## src/toe_pkg.sv

```systemverilog
// Constants, codes and bus carriers shared by the trigger OR mask engine.
package toe_pkg;

  localparam int unsigned AW = 18;
  localparam int unsigned DW = 32;

  // Register indices; the byte address is four times the index.
  localparam logic [15:0] IDX_OR_AVAIL    = 16'h9DD0;
  localparam logic [15:0] IDX_OR_SEL      = 16'h9DDA;
  localparam logic [15:0] IDX_AND_SEL     = 16'h9DEE;
  localparam logic [15:0] IDX_CH_AVAIL_LO = 16'h9E02;
  localparam logic [15:0] IDX_CH_AVAIL_HI = 16'h9E03;
  localparam logic [15:0] IDX_CH_SEL_LO   = 16'h9E0C;
  localparam logic [15:0] IDX_CH_SEL_HI   = 16'h9E0D;
  localparam logic [15:0] IDX_CH_AND_LO   = 16'h9E20;
  localparam logic [15:0] IDX_CH_AND_HI   = 16'h9E21;
  localparam logic [15:0] IDX_CONTROL     = 16'h9E54;
  localparam logic [15:0] IDX_STATUS      = 16'h9E55;
  localparam logic [15:0] IDX_DELAY       = 16'h9E56;
  localparam logic [15:0] IDX_DETECT      = 16'h9E57;

  // General source bit positions.
  localparam int unsigned SOFTWARE_SOURCE_BIT = 0;
  localparam int unsigned EXTERNAL_IN0_BIT    = 1;
  localparam int unsigned EXTERNAL_IN1_BIT    = 2;
  localparam int unsigned EXTRA_IN0_BIT       = 8;
  localparam int unsigned EXTRA_IN1_BIT       = 9;
  localparam logic [31:0] NO_SOURCE_CODE      = 32'h0000_0000;
  localparam logic [31:0] OR_SEL_RST          = 32'h0000_0001;
  localparam logic [31:0] ZERO_RST            = 32'h0000_0000;

  // Control bits; all but the enable are one-shot commands.
  localparam int unsigned CTRL_ENABLE    = 0;
  localparam int unsigned CTRL_FORCE     = 1;
  localparam int unsigned CTRL_START     = 2;
  localparam int unsigned CTRL_ABORT     = 3;
  localparam int unsigned CTRL_CLR_FIRED = 4;

  // Status bits.
  localparam int unsigned STAT_WAITING  = 0;
  localparam int unsigned STAT_DELAYING = 1;
  localparam int unsigned STAT_FIRED    = 2;
  localparam int unsigned STAT_ENABLE   = 3;

  // Detect mode field of each pin input, two bits each from bit 0 up:
  // external 0, external 1, extra 0, extra 1.
  localparam int unsigned DET_W = 2;

  typedef enum logic [1:0] {
    DET_RISE = 2'b00,
    DET_FALL = 2'b01,
    DET_HIGH = 2'b10,
    DET_LOW  = 2'b11
  } toe_detect_e;

  typedef enum logic [1:0] {
    ST_IDLE  = 2'b00,
    ST_WAIT  = 2'b01,
    ST_DELAY = 2'b10
  } toe_state_e;

  typedef struct packed {
    logic [AW-1:0] paddr;
    logic          psel;
    logic          penable;
    logic          pwrite;
    logic [DW-1:0] pwdata;
  } toe_apb_req_s;

  typedef struct packed {
    logic [DW-1:0] prdata;
    logic          pready;
    logic          pslverr;
  } toe_apb_rsp_s;

endpackage : toe_pkg

```

## src/toe_trigger_or_mask_engine.sv

```systemverilog
// Trigger combining engine with APB register access.
`timescale 1ns/1ps
`default_nettype none

// Functional notes
// Trigger combines sources via AND and OR masks.
// Global enable gates every trigger source.
// Force command fires at once while waiting.
// Combined event passes a programmable delay.
// Source counts only when its mask bit set.
// OR mask has general and channel parts.
// General bits: 1h software, 2h/4h externals.
// 100h/200h extra inputs need expansion option.
// Software source fires right after start.
// External source fires on programmed condition.
// Sources are independent bits, combinable.
// General OR select resets to 1h.
// Software should clear unused general select.
// General availability register lists sources.
// Channel selects cover 0-31 and 32-63.
// Bit n enables channel n or n+32.
// Channel availability registers, low and high.
// Generator variants have no channel sources.
// OR output high when enabled source valid.
module toe_trigger_or_mask_engine #(
  parameter bit          IS_ACQUISITION = 1'b1,
  parameter bit          HAS_EXT1       = 1'b0,
  parameter bit          HAS_EXPANSION  = 1'b0,
  parameter int unsigned NUM_CHANNELS   = 4
) (
  input  wire logic                  mclk,
  input  wire logic                  resetn,
  input  wire toe_pkg::toe_apb_req_s apbReq,
  output var  toe_pkg::toe_apb_rsp_s apbRsp,
  input  wire logic                  externalTriggerInput0,
  input  wire logic                  externalTriggerInput1,
  input  wire logic                  extraTriggerInput0,
  input  wire logic                  extraTriggerInput1,
  input  wire logic [63:0]           chanTrig,
  output logic                       trigOut,
  output logic                       waitingOut
);

  localparam int unsigned DW = toe_pkg::DW;

  // Availability of the general sources on this variant.
  // availability mask
  localparam logic [DW-1:0] GEN_AVAIL =
    (DW'(1) << toe_pkg::SOFTWARE_SOURCE_BIT) |
    (DW'(1) << toe_pkg::EXTERNAL_IN0_BIT) |
    (DW'(HAS_EXT1) << toe_pkg::EXTERNAL_IN1_BIT) |
    (DW'(HAS_EXPANSION) << toe_pkg::EXTRA_IN0_BIT) |
    (DW'(HAS_EXPANSION) << toe_pkg::EXTRA_IN1_BIT);
  // no channels on generators
  localparam logic [63:0] CH_AVAIL = IS_ACQUISITION ?
    ((NUM_CHANNELS >= 64) ? {64{1'b1}} :
     ((64'h1 << NUM_CHANNELS) - 64'h1)) : 64'h0;

  logic rstSync1_ff;
  logic rstN;

  always_ff @(posedge mclk or negedge resetn) begin
    if (!resetn) begin
      rstSync1_ff <= 1'b0;
      rstN        <= 1'b0;
    end else begin
      rstSync1_ff <= 1'b1;
      rstN        <= rstSync1_ff;
    end
  end

  // Pin inputs: three stages, a high level counts once stages two and three
  // agree high, so a single-cycle high glitch is ignored; a low glitch drops it.
  logic [3:0] pinIn;
  logic [3:0] pinS1_ff;
  logic [3:0] pinS2_ff;
  logic [3:0] pinS3_ff;
  logic [3:0] pinLvl_ff;
  logic [3:0] pinPrev_ff;
  logic [3:0] pinEv;

  assign pinIn = {extraTriggerInput1, extraTriggerInput0,
                  externalTriggerInput1, externalTriggerInput0};

  always_ff @(posedge mclk or negedge rstN) begin
    if (!rstN) begin
      pinS1_ff   <= 4'h0;
      pinS2_ff   <= 4'h0;
      pinS3_ff   <= 4'h0;
      pinLvl_ff  <= 4'h0;
      pinPrev_ff <= 4'h0;
    end else begin
      pinS1_ff   <= pinIn;
      pinS2_ff   <= pinS1_ff;
      pinS3_ff   <= pinS2_ff;
      pinLvl_ff  <= (pinS2_ff & pinS3_ff) |
                    (pinLvl_ff & ~(pinS2_ff ^ pinS3_ff));
      pinPrev_ff <= pinLvl_ff;
    end
  end

  // Registers.
  logic [DW-1:0] orSel_ff;
  logic [DW-1:0] andSel_ff;
  logic [63:0]   chSel_ff;
  logic [63:0]   chAnd_ff;
  logic          enable_ff;
  logic [DW-1:0] delay_ff;
  logic [7:0]    detect_ff;
  logic          fired_ff;

  // per-input detect condition
  always_comb begin
    for (int i = 0; i < 4; i++) begin
      unique case (toe_pkg::toe_detect_e'(detect_ff[i*2 +: 2]))
        toe_pkg::DET_RISE: pinEv[i] = pinLvl_ff[i] & ~pinPrev_ff[i];
        toe_pkg::DET_FALL: pinEv[i] = ~pinLvl_ff[i] & pinPrev_ff[i];
        toe_pkg::DET_HIGH: pinEv[i] = pinLvl_ff[i];
        toe_pkg::DET_LOW:  pinEv[i] = ~pinLvl_ff[i];
      endcase
    end
  end

  // APB slave: one wait state, the access completes on the second
  // access-phase edge.
  logic          acc;
  logic          done;
  logic          wrEn;
  logic          hitMap;
  logic [DW-1:0] rdVal;
  logic [15:0]   idx;
  logic          aligned;

  assign acc     = apbReq.psel & apbReq.penable;
  assign done    = acc & apbRsp.pready;
  assign wrEn    = done & apbReq.pwrite;
  assign idx     = apbReq.paddr[toe_pkg::AW-1:2];
  assign aligned = (apbReq.paddr[1:0] == 2'b00);

  logic                toe_stateWait;
  toe_pkg::toe_state_e state_ff;
  toe_pkg::toe_state_e nxt_state;
  logic [DW-1:0]       cnt_ff;
  logic [DW-1:0]       nxt_cnt;
  logic                nxt_trig;

  always_comb begin
    hitMap = aligned;
    unique case (idx)
      // general availability read
      toe_pkg::IDX_OR_AVAIL:    rdVal = GEN_AVAIL;
      toe_pkg::IDX_OR_SEL:      rdVal = orSel_ff;
      toe_pkg::IDX_AND_SEL:     rdVal = andSel_ff;
      // channel availability read
      toe_pkg::IDX_CH_AVAIL_LO: rdVal = CH_AVAIL[31:0];
      toe_pkg::IDX_CH_AVAIL_HI: rdVal = CH_AVAIL[63:32];
      toe_pkg::IDX_CH_SEL_LO:   rdVal = chSel_ff[31:0];
      toe_pkg::IDX_CH_SEL_HI:   rdVal = chSel_ff[63:32];
      toe_pkg::IDX_CH_AND_LO:   rdVal = chAnd_ff[31:0];
      toe_pkg::IDX_CH_AND_HI:   rdVal = chAnd_ff[63:32];
      toe_pkg::IDX_CONTROL:     rdVal = DW'(enable_ff);
      toe_pkg::IDX_STATUS: begin
        rdVal = '0;
        rdVal[toe_pkg::STAT_WAITING]  = (state_ff == toe_pkg::ST_WAIT);
        rdVal[toe_pkg::STAT_DELAYING] = (state_ff == toe_pkg::ST_DELAY);
        rdVal[toe_pkg::STAT_FIRED]    = fired_ff;
        rdVal[toe_pkg::STAT_ENABLE]   = enable_ff;
      end
      toe_pkg::IDX_DELAY:       rdVal = delay_ff;
      toe_pkg::IDX_DETECT:      rdVal = DW'(detect_ff);
      default: begin
        rdVal  = '0;
        hitMap = 1'b0;
      end
    endcase
  end

  always_ff @(posedge mclk or negedge rstN) begin
    if (!rstN) begin
      apbRsp <= '0;
    end else begin
      apbRsp.pready  <= acc & ~apbRsp.pready;
      if (acc && !apbRsp.pready) begin
        apbRsp.prdata  <= apbReq.pwrite ? '0 : (hitMap ? rdVal : '0);
        apbRsp.pslverr <= ~hitMap;
      end
    end
  end

  function automatic logic wrAt(input logic [15:0] at);
    wrAt = wrEn & aligned & (idx == at);
  endfunction

  logic wrCtrl;
  logic cmdForce;
  logic cmdStart;
  logic cmdAbort;
  logic cmdClr;

  assign wrCtrl   = wrAt(toe_pkg::IDX_CONTROL);
  assign cmdForce = wrCtrl & apbReq.pwdata[toe_pkg::CTRL_FORCE];
  assign cmdStart = wrCtrl & apbReq.pwdata[toe_pkg::CTRL_START];
  assign cmdAbort = wrCtrl & apbReq.pwdata[toe_pkg::CTRL_ABORT];
  assign cmdClr   = wrCtrl & apbReq.pwdata[toe_pkg::CTRL_CLR_FIRED];

  // whole-word mask writes
  always_ff @(posedge mclk or negedge rstN) begin
    if (!rstN) begin
      // software source by default
      orSel_ff  <= toe_pkg::OR_SEL_RST;
      andSel_ff <= toe_pkg::ZERO_RST;
      chSel_ff  <= 64'h0;
      chAnd_ff  <= 64'h0;
      enable_ff <= 1'b0;
      delay_ff  <= toe_pkg::ZERO_RST;
      detect_ff <= 8'h00;
    end else begin
      // general bits kept if present
      if (wrAt(toe_pkg::IDX_OR_SEL))
        orSel_ff <= apbReq.pwdata & GEN_AVAIL;
      if (wrAt(toe_pkg::IDX_AND_SEL))
        andSel_ff <= apbReq.pwdata & GEN_AVAIL &
                     ~(DW'(1) << toe_pkg::SOFTWARE_SOURCE_BIT);
      // low and high channel halves
      if (wrAt(toe_pkg::IDX_CH_SEL_LO))
        chSel_ff[31:0] <= apbReq.pwdata & CH_AVAIL[31:0];
      if (wrAt(toe_pkg::IDX_CH_SEL_HI))
        chSel_ff[63:32] <= apbReq.pwdata & CH_AVAIL[63:32];
      if (wrAt(toe_pkg::IDX_CH_AND_LO))
        chAnd_ff[31:0] <= apbReq.pwdata & CH_AVAIL[31:0];
      if (wrAt(toe_pkg::IDX_CH_AND_HI))
        chAnd_ff[63:32] <= apbReq.pwdata & CH_AVAIL[63:32];
      if (wrCtrl)
        enable_ff <= apbReq.pwdata[toe_pkg::CTRL_ENABLE];
      if (wrAt(toe_pkg::IDX_DELAY))
        delay_ff <= apbReq.pwdata;
      if (wrAt(toe_pkg::IDX_DETECT))
        detect_ff <= apbReq.pwdata[7:0];
    end
  end

  // Source vectors in register bit order.
  logic [DW-1:0] genEv;
  logic          orHit;
  logic          andHit;
  logic          srcHit;
  logic          fireEv;

  always_comb begin
    genEv = '0;
    // software source is always valid
    genEv[toe_pkg::SOFTWARE_SOURCE_BIT] = 1'b1;
    genEv[toe_pkg::EXTERNAL_IN0_BIT]    = pinEv[0];
    genEv[toe_pkg::EXTERNAL_IN1_BIT]    = pinEv[1];
    // extra inputs with expansion
    genEv[toe_pkg::EXTRA_IN0_BIT]       = pinEv[2];
    genEv[toe_pkg::EXTRA_IN1_BIT]       = pinEv[3];
  end

  // masked sources only
  // general and channel parts
  // bit n is channel n
  // any enabled valid source
  assign orHit  = (|(orSel_ff & genEv)) | (|(chSel_ff & chanTrig));
  assign andHit = ((andSel_ff != '0) || (chAnd_ff != 64'h0)) &&
                  ((genEv & andSel_ff) == andSel_ff) &&
                  ((chanTrig & chAnd_ff) == chAnd_ff);
  // AND and OR combined
  // global enable gate
  assign srcHit = enable_ff & (orHit | andHit);
  // force bypasses the sources
  assign fireEv = (state_ff == toe_pkg::ST_WAIT) & (srcHit | cmdForce);
  assign toe_stateWait = (nxt_state == toe_pkg::ST_WAIT);

  // delay before final trigger
  always_comb begin
    nxt_state = state_ff;
    nxt_cnt   = cnt_ff;
    nxt_trig  = 1'b0;
    unique case (state_ff)
      toe_pkg::ST_IDLE: begin
        if (cmdStart && !cmdAbort)
          nxt_state = toe_pkg::ST_WAIT;
      end
      toe_pkg::ST_WAIT: begin
        if (cmdAbort) begin
          nxt_state = toe_pkg::ST_IDLE;
        end else if (fireEv) begin
          if (delay_ff == '0) begin
            nxt_trig  = 1'b1;
            nxt_state = toe_pkg::ST_IDLE;
          end else begin
            nxt_cnt   = delay_ff;
            nxt_state = toe_pkg::ST_DELAY;
          end
        end
      end
      toe_pkg::ST_DELAY: begin
        nxt_cnt = cnt_ff - DW'(1);
        if (cmdAbort) begin
          nxt_state = toe_pkg::ST_IDLE;
        end else if (cnt_ff == DW'(1)) begin
          nxt_trig  = 1'b1;
          nxt_state = toe_pkg::ST_IDLE;
        end
      end
      default: nxt_state = toe_pkg::ST_IDLE;
    endcase
  end

  always_ff @(posedge mclk or negedge rstN) begin
    if (!rstN) begin
      state_ff   <= toe_pkg::ST_IDLE;
      cnt_ff     <= '0;
      trigOut    <= 1'b0;
      waitingOut <= 1'b0;
    end else begin
      state_ff   <= nxt_state;
      cnt_ff     <= nxt_cnt;
      trigOut    <= nxt_trig;
      waitingOut <= toe_stateWait;
    end
  end

  // A trigger issued in the clearing cycle keeps the flag set.
  always_ff @(posedge mclk or negedge rstN) begin
    if (!rstN)
      fired_ff <= 1'b0;
    else
      fired_ff <= nxt_trig | (fired_ff & ~cmdClr);
  end
endmodule : toe_trigger_or_mask_engine

`default_nettype wire

```

## config.mk

```make
export PLATFORM = sky130hd
export DESIGN_NAME = toe_trigger_or_mask_engine
export DESIGN_NICKNAME = d
export VERILOG_FILES = /design/src/toe_pkg.sv /design/src/toe_trigger_or_mask_engine.sv
export SDC_FILE = /design/constraint.sdc
export NUM_CORES = 1
export LEC_CHECK = 0
export ABC_AREA = 1
export BUFFER_PORTS_ARGS = -buffer_cell sky130_fd_sc_hd__buf_2
export CAP_MARGIN = 20
export CORE_MARGIN = 5
export CORE_UTILIZATION = 40
export CTS_CLUSTER_SIZE = 25
export DETAILED_ROUTE_END_ITERATION = 8
export HOLD_SLACK_MARGIN = 0.15
export PLACE_DENSITY = 0.72
export SLEW_MARGIN = 15
export SYNTH_ARGS = -nofsm -noshare
export SYNTH_HDL_FRONTEND = slang
export SYNTH_SLANG_ARGS = --single-unit
```

## constraint.sdc

```tcl
create_clock -name mclk -period 10.63 [get_ports mclk]
set_clock_uncertainty 0.05 [all_clocks]
set_input_delay 0.5315 -clock mclk [delete_from_list [all_inputs] [get_ports mclk]]
set_output_delay 0.5315 -clock mclk [all_outputs]
set_load 0.01 [all_outputs]
```

Word level (Yosys, flattened, before mapping). Index checks and enable logic that the tools add are counted.

Register bits: 145. Bits of input ports: 123. Output and inout port bits: 36. Logic and storage cells: 153.

Add/subtract/negate cells: 1. Equality and inequality tests: 34. Muxes and demuxes: 25. Bitwise gates (word level): 51. Reductions and logical operators: 20.

Operator list (count): 32-bit case mux with 10 select lines (1); 16-bit equality test, second input constant (13); 32-bit two-way mux (5); 4-bit by 64-bit AND with 64-bit output (1); 64-bit by 4-bit AND with 64-bit output (1); 64-bit by 4-bit equality test with 1-bit output (1); 32-bit case mux with 2 select lines (1); 64-bit nonzero test (1); 64-bit OR reduction (1); 32-bit by 1-bit equality test with 1-bit output, second input constant (1); 32-bit logical NOT (1); 32-bit OR reduction (1); 32-bit by 1-bit subtractor with 32-bit output, second input constant (1); 1-bit AND (27); 2-bit equality test, second input constant (9); 1-bit case mux with 4 select lines (4); 13-bit OR reduction (1); 2-bit by 1-bit equality test with 1-bit output, second input constant (6); 2-bit logical NOT (6); 2-bit two-way mux (6); 1-bit inverter (11); 10-bit by 2-bit AND with 10-bit output (1); 2-bit by 10-bit AND with 10-bit output (1); 10-bit by 2-bit equality test with 1-bit output (1); other kinds (14) (29).

Longest topological paths before layout.
Depth after elaboration: 15. Mapped depth: 14. Mapped depth without buffers: 14.

Least setup slack after synthesis. No wires, ideal clock.

Path kind: input -> register. From: in apbReq[45] in the netlist's numbering. To: reg cnt_ff[30]. Library setup time: 0.117 ns. Data arrival time: 1.779 ns. Required time: 10.463 ns. Path slack: 8.684 ns. Cell stages on the path: 14. Path buffers: 2. Cells stage by stage: inv_1 > nand2_1 > nor2_1 > nand2_2 > nor2_8 > nand2_4 > nor2_4 > nand2_2 > nand3b_4 > nand2_2 > buf_6 > buf_6 > nand2_1 > nand2_1.

Word-level cells in the longest chain between the ends: 7. Elaborated cells on any way between the ends: 9. Those cells by class: eq/ne (3); bitwise (5); reduce/logical (1).

Ends and longest elaborated chain: start, declared (RTL line toe_trigger_or_mask_engine.sv:33) `input wire toe_pkg::toe_apb_req_s apbReq,`; 16-bit equality test (*) (RTL line toe_trigger_or_mask_engine.sv:191) `wrAt = wrEn & aligned & (idx == at);`; 1-bit AND (*) (RTL line toe_trigger_or_mask_engine.sv:191); 1-bit AND (RTL line toe_trigger_or_mask_engine.sv:201) `assign cmdForce = wrCtrl & apbReq.pwdata[toe_pkg::CTRL_FORCE];`; 1-bit bitwise OR (RTL line toe_trigger_or_mask_engine.sv:272) `assign fireEv = (state_ff == toe_pkg::ST_WAIT) & (srcHit | cmdForce);`; 1-bit AND (RTL line toe_trigger_or_mask_engine.sv:272); 2-bit inequality test (no line); 4-bit AND reduction (no line) (*); end signal, assigned (RTL line toe_trigger_or_mask_engine.sv:319) `cnt_ff <= nxt_cnt;`; end, declared (RTL line toe_trigger_or_mask_engine.sv:143) `logic [DW-1:0] cnt_ff;`.

Every way passes the cells marked *; elsewhere a longest branch is shown, timed or not. A chain may end at the register's enable or synchronous reset.

Worst setup path after layout.
From: reg state_ff[0]. To: reg cnt_ff[8].

Word-level cells in the longest chain between the ends: 4. Elaborated cells on any way between the ends: 9. Those cells by class: eq/ne (5); mux (1); bitwise (1); reduce/logical (2).

Ends and longest elaborated chain: start, declared (RTL line toe_trigger_or_mask_engine.sv:141) `toe_pkg::toe_state_e state_ff;`; start signal, assigned (RTL line toe_trigger_or_mask_engine.sv:313) `state_ff <= toe_pkg::ST_IDLE;`; start signal, assigned (RTL line toe_trigger_or_mask_engine.sv:318) `state_ff <= nxt_state;`; 2-bit by 1-bit equality test with 1-bit output (RTL line toe_trigger_or_mask_engine.sv:272, toe_trigger_or_mask_engine.sv:280); 1-bit AND (RTL line toe_trigger_or_mask_engine.sv:272); 2-bit inequality test (no line); 4-bit AND reduction (no line).

Parallel ways exist; a longest one is shown, timed or not.

==> summary.md <==
| Metric | Value |
|---|---|
| Status | `completed` |
| CTS tree | `done` |
| Antenna violations before repair | `0` |
| Critical R2R Launch | `state_ff[0]$_DFF_PN0_` |
| Final setup violation count | `0` |
| Lkg Pwr | `between 0.004 and 0.005 uW` |
| Die area | `20560 um^2` |
| Sw power | `slightly above 600 uW` |
| Syn. warnings | `0` |
| Min-Delay Endpoint | `delay_ff[22]$_DFFE_PN0P_` |
| Vias/cell | `approximately 5.1` |
| Critical path peak fanout | `a little under 50` |
| Number of max-cap violations | `0` |
| Slew margin rel. | `approximately 29%` |
| DR iter-0 viols | `512` |
| Layout area overhead | `17.05%` |
| Final Net Count | `roughly 1200` |
| Flop pwr share | `between 30% and 40%` |
| Worst Reg-to-Reg Cells | `7` |
| Clock-pin transition on the worst setup and hold timing paths | `~0.06 ns` |
| Routed vias | `approximately 6500` |
| Hpwl dp | `13600 um` |
| VDD IR max | `0.0001440 V` |
| Cells after Synth | `about 950` |
| Worst Tran Pin Value | `around 1.1 ns` |
| Worst setup EP type | `flip-flop` |
| Initial Utilization | `roughly 41%` |
| GP Congestion | `just over 0.9` |
| CTS H-Tree Depth | `4` |
| Total global-route track usage | `between 10% and 20%` |
| Chip height | `around 140 um` |
| Cell Area, Synth | `7118 um^2` |
| Clock power frac | `33.7%` |
| Commonest non-fill, non-tap cell in the layout | `nand2_1` |
| Total Wirelength | `around 19000 um` |
| Synth Register Bits | `130` |
| Top-level I/O count | `~160` |
| Clk root buf | `clkbuf_16` |
| Register area share after synthesis | `between 40% and 50%` |
| Logic pwr share | `28.3%` |
| Most frequent cells in the layout | `nand2_1 (293), dfrtp_1 (128), nor2_1 (127)` |
| Final hold viol count | `0` |
| First-pass GRT wire length | `30830 um` |
| Max Root-Sink Buffers | `2` |
| Synth Net Count | `1084` |
| CP Cell Sequence | `inv_1 > ha_1 > buf_4 > nand2_1 > nand2_2 > o21ai_0 > o21ai_0` |
| Arrival time worst endpoint | `~3.2 ns` |
| Most used cell, CP | `o21ai_0` |
| Final core occ | `48.00%` |
| WHS Path Cells | `2` |
| Int Power | `between 1000 and 1500 uW` |
| Later-pin clock latency in the skew report | `0.43 ns` |
| Unique cell type count in the Yosys netlist | `42` |
| Critical path type | `flip-flop to flip-flop` |
| Vias in the first global route | `around 6100` |
| Fin crit share | `27.30%` |
| Highest Clock Rate | `344.6 MHz` |
| Worst Path Required | `about 11 ns` |
| Detail Route Antenna Nets | `0` |
| Sw frac | `approximately 37%` |
| Critical path startpoint category | `flip-flop` |
| Final setup TNS | `0 ns` |
| Drt pass-1 iters | `5` |
| Crit path time final | `just under 3 ns` |
| CTS buffer count | `17` |
| Ratio of cells with drive above 1 in the final layout | `16.73%` |
| Post-DR wirelength/cell | `between 10 and 15 um` |
| FF-to-FF End | `cnt_ff[8]$_DFFE_PN0P_` |
| Max incr delay on CP | `between 0.8 and 0.9 ns` |
| Count of input and output buffers | `95` |
| PD cells | `195.2 nW/um^2` |
| Core Box Area | `17360 um^2` |
| Gr ovfl total | `0` |
| Slowest CP cell | `nand2_2` |
| Remaining DRCs | `0` |
| Setup Fix Bufs, Post-CTS | `0` |
| RSZ-0062 raised after global routing | `false` |
| Antenna diodes | `0` |
| # rows | `48` |
| # clock sinks | `130` |
| Final number of max-transition violations | `0` |
| Reg2Reg Setup Slack | `about 7.7 ns` |
| Worst hold start | `apbReq[22]` |
| Largest net degree at the start of global routing | `76` |
| CP bufs+invs | `2` |
| CP delay by family, top | `simple AND/OR/NAND/NOR gates` |
| Avg Inst Size Synth | `7.461 um^2` |
| Worst hold-check path type | `primary input to flip-flop` |
| Width of the die | `143.4 um` |
cells in the mapped netlist (all sizes together):
cell type | number | share of area, %
and3 | 1 | 0.088
nand3b | 6 | 0.81
a31oi | 1 | 0.088
o21ai | 113 | 9.0
ha | 7 | 1.2
dfstp | 1 | 0.37
xnor2 | 2 | 0.25
clkbuf | 13 | 0.69
xor2 | 7 | 0.86
a21o | 3 | 0.32
nor4 | 1 | 0.088
nand3 | 63 | 4.4
mux2i | 1 | 0.14
inv | 93 | 4.9
dfrtp | 129 | 45
conb | 1 | 0.053
nor2 | 134 | 7.6
o21bai | 2 | 0.21
o22ai | 1 | 0.088
a21oi | 23 | 1.6
o31ai | 1 | 0.11
nand2 | 300 | 16
mux2 | 12 | 1.9
nor3 | 8 | 0.63
o2111ai | 1 | 0.12
buf | 15 | 1.4
nand4 | 14 | 1.4
a21boi | 1 | 0.11
cells by family after synthesis:
kind of cell / count (synthesis) / synth area share (%)
mux: 13 / 2.039
simple gates: 527 / 31.24
buf+inv: 121 / 6.961
flops: 130 / 45.72
fa+ha+maj: 7 / 1.230
compound gates: 146 / 11.65
other cells: 1 / 0.05268
xor+xnor: 9 / 1.107
per-stage QoR:
step                worst slack, ns  hold slack, ns  cell area [um^2]  total power (uW)  std cells
floorplan                     6.692          0.1859              7118             964.9        954
global placement              7.659          0.2684              7755              1070       1249
detailed placement            7.624          0.2697              7755              1080       1249
CTS                           7.739          0.2585              8332              1636       1283
global route                  7.558          0.2811              8332              1739       1283
finish                        7.728          0.2706              8332              1626       1283
worst max path at each step:
stage | end | startpoint | cells past startpoint | slack, ns
after floorplan | andSel_ff[1]$_DFFE_PN0P_ | rstN$_DFF_PN0_ | 0 | 6.69
final | cnt_ff[8]$_DFFE_PN0P_ | state_ff[0]$_DFF_PN0_ | 7 | 7.73
after global routing | cnt_ff[8]$_DFFE_PN0P_ | state_ff[0]$_DFF_PN0_ | 7 | 7.56
after CTS | cnt_ff[8]$_DFFE_PN0P_ | state_ff[0]$_DFF_PN0_ | 7 | 7.74
after global placement | cnt_ff[8]$_DFFE_PN0P_ | apbReq[36] | 10 | 7.66
after detailed placement | cnt_ff[8]$_DFFE_PN0P_ | apbReq[36] | 10 | 7.62
state kept, by name, summed over array words and instances, names as in the netlist, 2 cells and up:
| signal | flops |
|---|---|
| detect_ff | 8 |
| state_ff | 2 |
| apbRsp | 34 |
| delay_ff | 32 |
| cnt_ff | 32 |
| orSel_ff | 2 |
| chAnd_ff | 4 |
| chSel_ff | 4 |
final cells by class:
class                      instances  area (um^2)
clock buffer                      20        446.7
clock inverter                    12        110.1
fill                            1704         9025
inverter                          93        349.1
multi-input combinational        703         3368
sequential                       130         3258
tap                              225        281.5
timing repair buffer             100        518.0
routing by layer:
layer | vias up | wire [um] | GRT usage (%)
li1 | 3245 | - | -
met1 | 3047 | 8771 | 25.80
met2 | 195 | 8628 | 30.15
met3 | 25 | 1098 | 3.062
met4 | 0 | 318 | 5.798
met5 | - | 0 | 0
repair_timing:
item	in CTS	in global routing
resized for setup	0	0
hold endpoints to repair	3	0
hold buffers	2	0
power groups by stage:
stage	clock network, uW	registers (uW)	logic (uW)
finish	547	619	460
global route	582	628	529
CTS	561	619	457
detailed placement	0	626	455
global placement	0	625	445
floorplan	0	611	354
Note: power is estimated with default switching activity, not from simulation.
